**config.mk**
```make
export PLATFORM = sky130hd
export DESIGN_NAME = otp_operation_sequencer
export DESIGN_NICKNAME = d
export VERILOG_FILES = /design/src/shared/otp_seq_pkg.sv /design/src/logic/otp_operation_sequencer.sv
export SDC_FILE = /design/constraint.sdc
export NUM_CORES = 1
export LEC_CHECK = 0
export BUFFER_PORTS_ARGS = -buffer_cell sky130_fd_sc_hd__buf_4
export CAP_MARGIN = 10
export CORE_ASPECT_RATIO = 0.9
export CORE_MARGIN = 3
export CORE_UTILIZATION = 35
export CTS_CLUSTER_SIZE = 20
export DETAILED_ROUTE_END_ITERATION = 10
export HOLD_SLACK_MARGIN = 0.02
export SLEW_MARGIN = 40
export SYNTH_ARGS = -nofsm -noshare
export SYNTH_HDL_FRONTEND = slang
export SYNTH_SLANG_ARGS = --single-unit
export TNS_END_PERCENT = 1
```
**constraint.sdc**
```tcl
create_clock -name ref_clk -period 4.8 [get_ports ref_clk]
set_input_delay 0.48 -clock ref_clk [delete_from_list [all_inputs] [get_ports ref_clk]]
set_output_delay 0.48 -clock ref_clk [all_outputs]
set_load 0.01 [all_outputs]
```
**src/shared/otp_seq_pkg.sv**
```systemverilog
// constants, types and register map for the one-time-programmable memory sequencer
package otp_seq_pkg;

   // ****************************************
   // geometry
   // ****************************************
   localparam int ARRAY_BITS = 40;
   localparam int SLICE_BITS = 10;
   localparam int LOCK_POS   = 39;
   localparam int CFG_BITS   = 39;

   // ****************************************
   // operation codes
   // ****************************************
   localparam logic [1:0] OP_NONE_A  = 2'h0;
   localparam logic [1:0] OP_REFRESH = 2'h1;
   localparam logic [1:0] OP_ZAP     = 2'h2;
   localparam logic [1:0] OP_NONE_B  = 2'h3;

   // ****************************************
   // register word offsets (byte address is four times the offset)
   // ****************************************
   localparam logic [3:0] REG_CTRL    = 4'h0;
   localparam logic [3:0] REG_STATUS  = 4'h1;
   localparam logic [3:0] REG_SLICE   = 4'h2;
   localparam logic [3:0] REG_SHADOW0 = 4'h3;
   localparam logic [3:0] REG_SHADOW1 = 4'h4;
   localparam int         ADDR_W      = 6;

   // ctrl fields
   localparam int CTRL_OP_LSB  = 0;
   localparam int CTRL_SEL_LSB = 4;
   localparam int CTRL_BL_POS  = 8;
   localparam int CTRL_BH_POS  = 9;
   // status fields
   localparam int ST_BUSY_POS = 0;
   localparam int ST_FAIL_POS = 1;
   localparam int ST_LOCK_POS = 2;

   // ****************************************
   // timing
   // ****************************************
   localparam int CLK_HZ        = 25_000_000;
   localparam int REFRESH_NS    = 2_000;
   localparam int ZAP_US        = 1_000;
   localparam int REFRESH_CYC   = (REFRESH_NS * (CLK_HZ / 1_000_000) + 999) / 1_000;
   localparam int ZAP_CYC       = ZAP_US * (CLK_HZ / 1_000_000);
   localparam int CNT_W         = 16;

   localparam logic [31:0] RESET_WORD = 32'h0000_0000;

   typedef enum logic [1:0] {
      ST_IDLE    = 2'b00,
      ST_REFRESH = 2'b01,
      ST_ZAP     = 2'b10
   } seq_state_e;

   // bias controls steering the array sense
   typedef struct packed {
      logic bias_high;
      logic bias_low;
   } bias_s;

endpackage : otp_seq_pkg

```
**src/logic/otp_operation_sequencer.sv**
```systemverilog
// one-time-programmable memory sequencer with avalon-mm register slave
//
// Design decisions made here: the Avalon-MM register port and the placing of the registers.
`timescale 1ns/1ps
module otp_operation_sequencer #(
   parameter int ZAP_CYCLES = otp_seq_pkg::ZAP_CYC
) (
   // clock and reset
   input  wire logic                          ref_clk,
   input  wire logic                          rst,
   // avalon-mm slave
   input  wire logic [otp_seq_pkg::ADDR_W-1:0] avs_address,
   input  wire logic                          avs_read,
   input  wire logic                          avs_write,
   input  wire logic [31:0]                   avs_writedata,
   input  wire logic [3:0]                    avs_byteenable,
   output logic      [31:0]                   avs_readdata,
   output logic                               avs_waitrequest,
   // supply monitor pin
   input  wire logic                          program_supply_undervoltage,
   // array macro: sensed content and burn path
   input  wire logic [otp_seq_pkg::ARRAY_BITS-1:0] array_sense_data,
   output logic      [otp_seq_pkg::ARRAY_BITS-1:0] array_burn_data,
   output logic                               array_burn_en,
   output logic                               array_sense_en,
   output otp_seq_pkg::bias_s                 array_bias
);

   // ****************************************
   // registers and state
   // ****************************************
   otp_seq_pkg::seq_state_e             state;
   logic [otp_seq_pkg::CNT_W-1:0]       cnt;
   logic [otp_seq_pkg::ARRAY_BITS-1:0]  copy;
   logic [otp_seq_pkg::CFG_BITS-1:0]    shadow;
   logic [1:0]                          slice_sel;
   otp_seq_pkg::bias_s                  bias;
   logic [1:0]                          last_op;
   logic                                fail;
   logic                                lock_seen;
   logic                                lock_known;
   logic [otp_seq_pkg::SLICE_BITS-1:0]  slice;
   logic                                uv_meta;
   logic                                uv_sync;
   logic                                pend;
   logic                                busy;

   function automatic logic [otp_seq_pkg::SLICE_BITS-1:0] pick_slice(
      input logic [otp_seq_pkg::ARRAY_BITS-1:0] bits,
      input logic [1:0]                         sel);
      pick_slice = bits[sel*otp_seq_pkg::SLICE_BITS +: otp_seq_pkg::SLICE_BITS];
   endfunction : pick_slice

   // ****************************************
   // bus decode
   // ****************************************
   logic [3:0] word;
   logic       wr_go;
   logic       rd_go;
   logic [1:0] wr_op;

   assign word  = avs_address[otp_seq_pkg::ADDR_W-1:2];
   // one wait cycle per access: read data is captured when the request is first
   // seen so it stands at the edge where waitrequest is sampled low; writes land there
   assign wr_go = avs_write && pend;
   assign rd_go = avs_read && !pend;
   assign wr_op = avs_writedata[otp_seq_pkg::CTRL_OP_LSB +: 2];
   assign busy  = (state != otp_seq_pkg::ST_IDLE);

   always_ff @(posedge ref_clk) begin
      if (rst) begin
         pend            <= 1'b0;
         avs_waitrequest <= 1'b1;
      end else begin
         pend            <= (avs_read || avs_write) && !pend;
         avs_waitrequest <= !((avs_read || avs_write) && !pend);
      end
   end

   // ****************************************
   // undervoltage synchroniser
   // ****************************************
   always_ff @(posedge ref_clk) begin
      if (rst) begin
         uv_meta <= 1'b0;
         uv_sync <= 1'b0;
      end else begin
         uv_meta <= program_supply_undervoltage;
         uv_sync <= uv_meta;
      end
   end

   // ****************************************
   // control and shadow registers
   // ****************************************
   always_ff @(posedge ref_clk) begin
      if (rst) begin
         slice_sel <= 2'h0;
         bias      <= '0;
         shadow    <= '0;
      end else if (wr_go) begin
         if (word == otp_seq_pkg::REG_CTRL && avs_byteenable[0]) begin
            slice_sel <= avs_writedata[otp_seq_pkg::CTRL_SEL_LSB +: 2];
         end
         if (word == otp_seq_pkg::REG_CTRL && avs_byteenable[1]) begin
            bias.bias_low  <= avs_writedata[otp_seq_pkg::CTRL_BL_POS];
            bias.bias_high <= avs_writedata[otp_seq_pkg::CTRL_BH_POS];
         end
         if (word == otp_seq_pkg::REG_SHADOW0) begin
            for (int b = 0; b < 4; b++) begin
               if (avs_byteenable[b]) begin
                  shadow[b*8 +: 8] <= avs_writedata[b*8 +: 8];
               end
            end
         end
         if (word == otp_seq_pkg::REG_SHADOW1 && avs_byteenable[0]) begin
            shadow[otp_seq_pkg::CFG_BITS-1:32] <= avs_writedata[6:0];
         end
      end
   end

   // ****************************************
   // operation sequencer
   // ****************************************
   always_ff @(posedge ref_clk) begin
      if (rst) begin
         state          <= otp_seq_pkg::ST_IDLE;
         cnt            <= '0;
         last_op        <= otp_seq_pkg::OP_NONE_A;
         array_burn_en  <= 1'b0;
         array_sense_en <= 1'b0;
         array_burn_data <= '0;
      end else begin
         unique case (state)
            otp_seq_pkg::ST_IDLE: begin
               // ignored while busy by construction: only idle accepts an op
               if (wr_go && word == otp_seq_pkg::REG_CTRL && avs_byteenable[0]) begin
                  last_op <= wr_op;
                  if (wr_op == otp_seq_pkg::OP_REFRESH) begin
                     state          <= otp_seq_pkg::ST_REFRESH;
                     array_sense_en <= 1'b1;
                     cnt <= otp_seq_pkg::CNT_W'(otp_seq_pkg::REFRESH_CYC - 1);
                  end else if (wr_op == otp_seq_pkg::OP_ZAP && !lock_seen
                               && lock_known) begin
                     // zap only while the lock is known to be unprogrammed
                     state           <= otp_seq_pkg::ST_ZAP;
                     array_burn_en   <= 1'b1;
                     array_burn_data <= {1'b1, shadow};
                     cnt <= otp_seq_pkg::CNT_W'(ZAP_CYCLES - 1);
                  end
                  // codes 0x0 and 0x3 start no operation; only last_op records them
               end
            end
            otp_seq_pkg::ST_REFRESH: begin
               if (cnt == '0) begin
                  state          <= otp_seq_pkg::ST_IDLE;
                  array_sense_en <= 1'b0;
               end else begin
                  cnt <= cnt - 1'b1;
               end
            end
            otp_seq_pkg::ST_ZAP: begin
               if (cnt == '0) begin
                  state         <= otp_seq_pkg::ST_IDLE;
                  array_burn_en <= 1'b0;
               end else begin
                  cnt <= cnt - 1'b1;
               end
            end
            default: begin
               state <= otp_seq_pkg::ST_IDLE;
            end
         endcase
      end
   end

   // margin bias drives the sense amplifiers during refresh reads
   always_ff @(posedge ref_clk) begin
      if (rst) begin
         array_bias <= '0;
      end else begin
         array_bias <= bias;
      end
   end

   // ****************************************
   // internal copy and lock tracking
   // ****************************************
   always_ff @(posedge ref_clk) begin
      if (rst) begin
         copy       <= '0;
         lock_seen  <= 1'b0;
         lock_known <= 1'b0;
      end else begin
         if (state == otp_seq_pkg::ST_REFRESH && cnt == '0) begin
            // whole array captured at end of sense window
            copy      <= array_sense_data;
            // lock state is unknown after reset until a refresh has sensed it
            lock_known <= 1'b1;
            lock_seen <= lock_seen | array_sense_data[otp_seq_pkg::LOCK_POS];
         end
         if (state == otp_seq_pkg::ST_ZAP && cnt == '0) begin
            lock_seen <= 1'b1;
         end
      end
   end

   // read slice follows select after a refresh
   always_ff @(posedge ref_clk) begin
      if (rst) begin
         slice <= '0;
      end else begin
         slice <= pick_slice(copy, slice_sel);
      end
   end

   // ****************************************
   // failure flag
   // ****************************************
   always_ff @(posedge ref_clk) begin
      if (rst) begin
         fail <= 1'b0;
      end else if (state == otp_seq_pkg::ST_ZAP && uv_sync) begin
         fail <= 1'b1;
      end else if (rd_go && word == otp_seq_pkg::REG_STATUS) begin
         fail <= 1'b0;
      end
   end

   // ****************************************
   // read data
   // ****************************************
   always_ff @(posedge ref_clk) begin
      if (rst) begin
         avs_readdata <= otp_seq_pkg::RESET_WORD;
      end else if (rd_go) begin
         avs_readdata <= otp_seq_pkg::RESET_WORD;
         unique case (word)
            otp_seq_pkg::REG_CTRL: begin
               avs_readdata[otp_seq_pkg::CTRL_OP_LSB +: 2]  <= last_op;
               avs_readdata[otp_seq_pkg::CTRL_SEL_LSB +: 2] <= slice_sel;
               avs_readdata[otp_seq_pkg::CTRL_BL_POS]       <= bias.bias_low;
               avs_readdata[otp_seq_pkg::CTRL_BH_POS]       <= bias.bias_high;
            end
            otp_seq_pkg::REG_STATUS: begin
               avs_readdata[otp_seq_pkg::ST_BUSY_POS] <= busy;
               avs_readdata[otp_seq_pkg::ST_FAIL_POS] <= fail;
               avs_readdata[otp_seq_pkg::ST_LOCK_POS] <= lock_seen;
            end
            otp_seq_pkg::REG_SLICE: begin
               avs_readdata[otp_seq_pkg::SLICE_BITS-1:0] <= slice;
            end
            otp_seq_pkg::REG_SHADOW0: begin
               avs_readdata <= shadow[31:0];
            end
            otp_seq_pkg::REG_SHADOW1: begin
               avs_readdata[6:0] <= shadow[otp_seq_pkg::CFG_BITS-1:32];
            end
            default: begin
               avs_readdata <= otp_seq_pkg::RESET_WORD;
            end
         endcase
      end
   end

endmodule : otp_operation_sequencer

```
==> flow_summary.yaml <==
clocking:
  cts_resized: 0
  cts_hold_buf: 0
  cts_tree: "built"
  insertion_delay_ns: 0.43
  cts.clk_slew.worst_paths_ns: 0.07
  root_buffer: "clkbuf_16"
  cts_max_path_buffers: 2
  cts_setup_buffers: 0
  numCtsBuffers: 17
  htree_levels: 4
  cts_sinks: 196
cells_and_area:
  nFillCells: 2192
  layout_common_cells: "nand2_1, dfxtp_1, buf_4"
  areaGrowthSynthToFinish_pct: 25.24
  final_common_cell: "nand2_1"
  drive_gt1_share_pct: 22.70
  multi_input_area_sq_mm: 0.003586
  final-seq-area_sq_mm: 0.003925
  final_nets: 1122
  diodes: 0
timing:
  drv_slew: 0
  rsz0062_at_grt: "false"
  period_share_pct: 55.22
  tightest_slew_ns: 0.7924
  clock_skew_ns: 0.007908
  fin_crit_ns: 2.650
  fin_setup_tns_ns: 0
  finalHoldViolCount: 0
  max_clock_freq_ghz: 0.3773
  max_slew_margin_pct: 47.06
  setup_viol: 0
routing:
  via_count: 6645
  drtAntennaViolNets: 0
  viasPerCell: 4.978
  wl_per_cell_um: 15.89
  wl_mm: 21.22
  drt_iter0_drc: 482
  drc: 0
  firstDrtPassIters: 5
setup_path:
  crit_type: "flip-flop to flip-flop"
  required_ns: 5.16
  cp_slowest_cell: "or4b_1"
  endpoint_kind: "flip-flop"
  cp_cell_sequence: "inv_1, ha_1, nand4_1, a211oi_4, o2bb2ai_2, or4b_1, a21oi_1"
  path_delay_family: "simple AND/OR/NAND/NOR gates"
  cp_num_buf_inv: 1
  slowest_delay_ns: 0.55
  cp-start-kind: "flip-flop"
  arrival_ns: 3.01
  path_max_fanout: 16
power_and_ir_drop:
  p_sw_mw: 0.9118
  p_int_mw: 2.516
  powerDensity_mw_per_mm2: 351.4
  leakage_nw: 3.752
  comb_power_share_pct: 11.0
  power_frac_seq_pct: 49.4
  vdd_ir_drop_max_mv: 0.2049
  clockPowerShare_pct: 39.6
  power_mw: 3.428
  swShare_pct: 26.60
synth:
  syn_avg_cell_area_sq_um: 8.616
  yosys_warnings: 0
  dominantRegCellSynth: "dfxtp_1"
  synth-edff-count: 0
  syn_area_sq_mm: 0.007789
  syn_inst: 904
  async_reset_ff_share_pct: 0
  ys_types: 55
  yosysSeqAreaShare_pct: 50.38
  ys_ff_latch: 196
  synth_nets: 995
floorplanning:
  core_area_sq_mm: 0.02176
  die_w_um: 163.2
  fp-row-count: 51
  num_io_pins: 164
  dieArea_sq_mm: 0.02408
  die_h_um: 147.5
  start_util_pct: 35.79
grt:
  grt_pass1_vias: 6099
  overflow: 0
  grt_max_degree: 69
  antenna_found_initial: 0
  gr-usage-all-layers_pct: 17.29
  grt_first_pass_wirelength_mm: 33.09
run:
  maxCapViolCount: 0
place:
  dpl.hpwl_mm: 14.64
  gp_congestion: 0.8061
  port_buffers: 161
hold_path:
  hold_class: "primary input to flip-flop"
outcome:
  status: "complete, no violations"
[metrics by stage]
step | hold slack (ns) | utilization (%) | std cells | instance area, sq um | setup slack [ns]
after floorplan | 0.4138 | - | 904 | 7789 | 2.612
after global placement | 0.4319 | 42.19 | 1303 | 9180 | 2.020
after detailed placement | 0.4447 | 42.23 | 1303 | 9190 | 2.201
after CTS | 0.2689 | 44.80 | 1335 | 9748 | 2.245
after global routing | 0.2683 | 44.83 | 1335 | 9754 | 1.997
final | 0.2822 | 44.83 | 1335 | 9754 | 2.150
[synthesized netlist by cell type, types with 2 or more instances]
| cell | instances | area (sq um) |
|---|---|---|
| nand4_1 | 4 | 25.02 |
| a21o_1 | 2 | 15.01 |
| a21oi_1 | 135 | 675.7 |
| mux2i_1 | 41 | 410.4 |
| o31a_1 | 2 | 17.52 |
| nand2b_1 | 5 | 31.28 |
| nand2_1 | 207 | 777.0 |
| mux2_2 | 7 | 78.83 |
| buf_1 | 2 | 7.510 |
| nor3b_1 | 3 | 22.52 |
| a211oi_1 | 3 | 22.52 |
| or3_1 | 10 | 62.56 |
| nor2_1 | 65 | 244.0 |
| nor3_1 | 9 | 45.04 |
| buf_4 | 2 | 15.01 |
| mux4_2 | 10 | 225.2 |
| or4_1 | 3 | 22.52 |
| and3b_1 | 2 | 17.52 |
| o221a_2 | 2 | 22.52 |
| inv_1 | 7 | 26.28 |
| buf_2 | 13 | 65.06 |
| o21a_1 | 3 | 22.52 |
| o31ai_1 | 4 | 30.03 |
| a31oi_1 | 3 | 18.77 |
| o21ai_0 | 27 | 135.1 |
| clkbuf_1 | 46 | 172.7 |
| dfxtp_1 | 196 | 3924 |
| nor2b_1 | 9 | 56.30 |
| o211ai_1 | 4 | 30.03 |
| ha_1 | 4 | 50.05 |
| nor4_1 | 3 | 18.77 |
| or2_2 | 3 | 18.77 |
| or4_4 | 2 | 22.52 |
| a22oi_1 | 8 | 60.06 |
| and2_1 | 12 | 75.07 |
| nand3_1 | 27 | 135.1 |
[cell families (layout without fill, tap and decap cells)]
family / Yosys count / after routing / share of synthesized area [%]
and+or+nand+nor: 373 / 373 / 21.32
AOI/OAI and AO/OA: 201 / 201 / 14.62
DFF: 196 / 196 / 50.38
buffers and inverters: 72 / 212 / 3.871
muxes: 58 / 58 / 9.173
adders and majority gates: 4 / 4 / 0.6426
[tightest hold or removal path: cells and delay by family]
kind          cells  cell delay (ns)
buf+inv           1             0.08
simple gates      1             0.07
mux               1             0.05
[per-layer routing]
layer	vias up	track usage, %	wire length [um]
li1	3349	-	-
met1	3090	25.54	10220
met2	180	25.00	9311
met3	26	3.558	1233
met4	0	6.004	453
met5	-	0	0
[power groups by stage]
stage          Clock, mW  Sequential, mW  Combinational (mW)
2_1_floorplan          0            1.72               0.254
3_3_place_gp           0            1.73               0.374
3_5_place_dp           0            1.73               0.375
4_1_cts             1.40            1.69               0.376
5_1_grt             1.46            1.70               0.417
6_report            1.36            1.69               0.378
[worst paths after layout]
| check | start | to | slack [ns] | cells after the start |
|---|---|---|---|---|
| worst max-delay path | state[0] | cnt[15] | 2.15 | 7 |
| worst min-delay path | avs_writedata[24] | shadow[24] | 0.28 | 3 |
| worst max register to register | state[0] | cnt[15] | 2.15 | 7 |
| worst min register to register | copy[12] | copy[12] | 0.45 | 2 |
[registers in the layout, summed over array words and instances, names as in the netlist, 10 cells and up]
| name | count |
|---|---|
| slice | 10 |
| array_burn_data | 40 |
| copy | 40 |
| cnt | 16 |
| avs_readdata | 32 |
| shadow | 39 |
[area by class of cell]
class                           count  share of cell area [%]
Tap cell                          291                   3.733
Clock buffer                       19                   4.541
Clock inverter                     13                   1.180
Inverter                            8                  0.3079
Timing Repair Buffer              172                   13.24
Sequential cell                   196                   40.24
Multi-Input combinational cell    636                   36.76
Note: power is estimated with default switching activity, not from simulation.
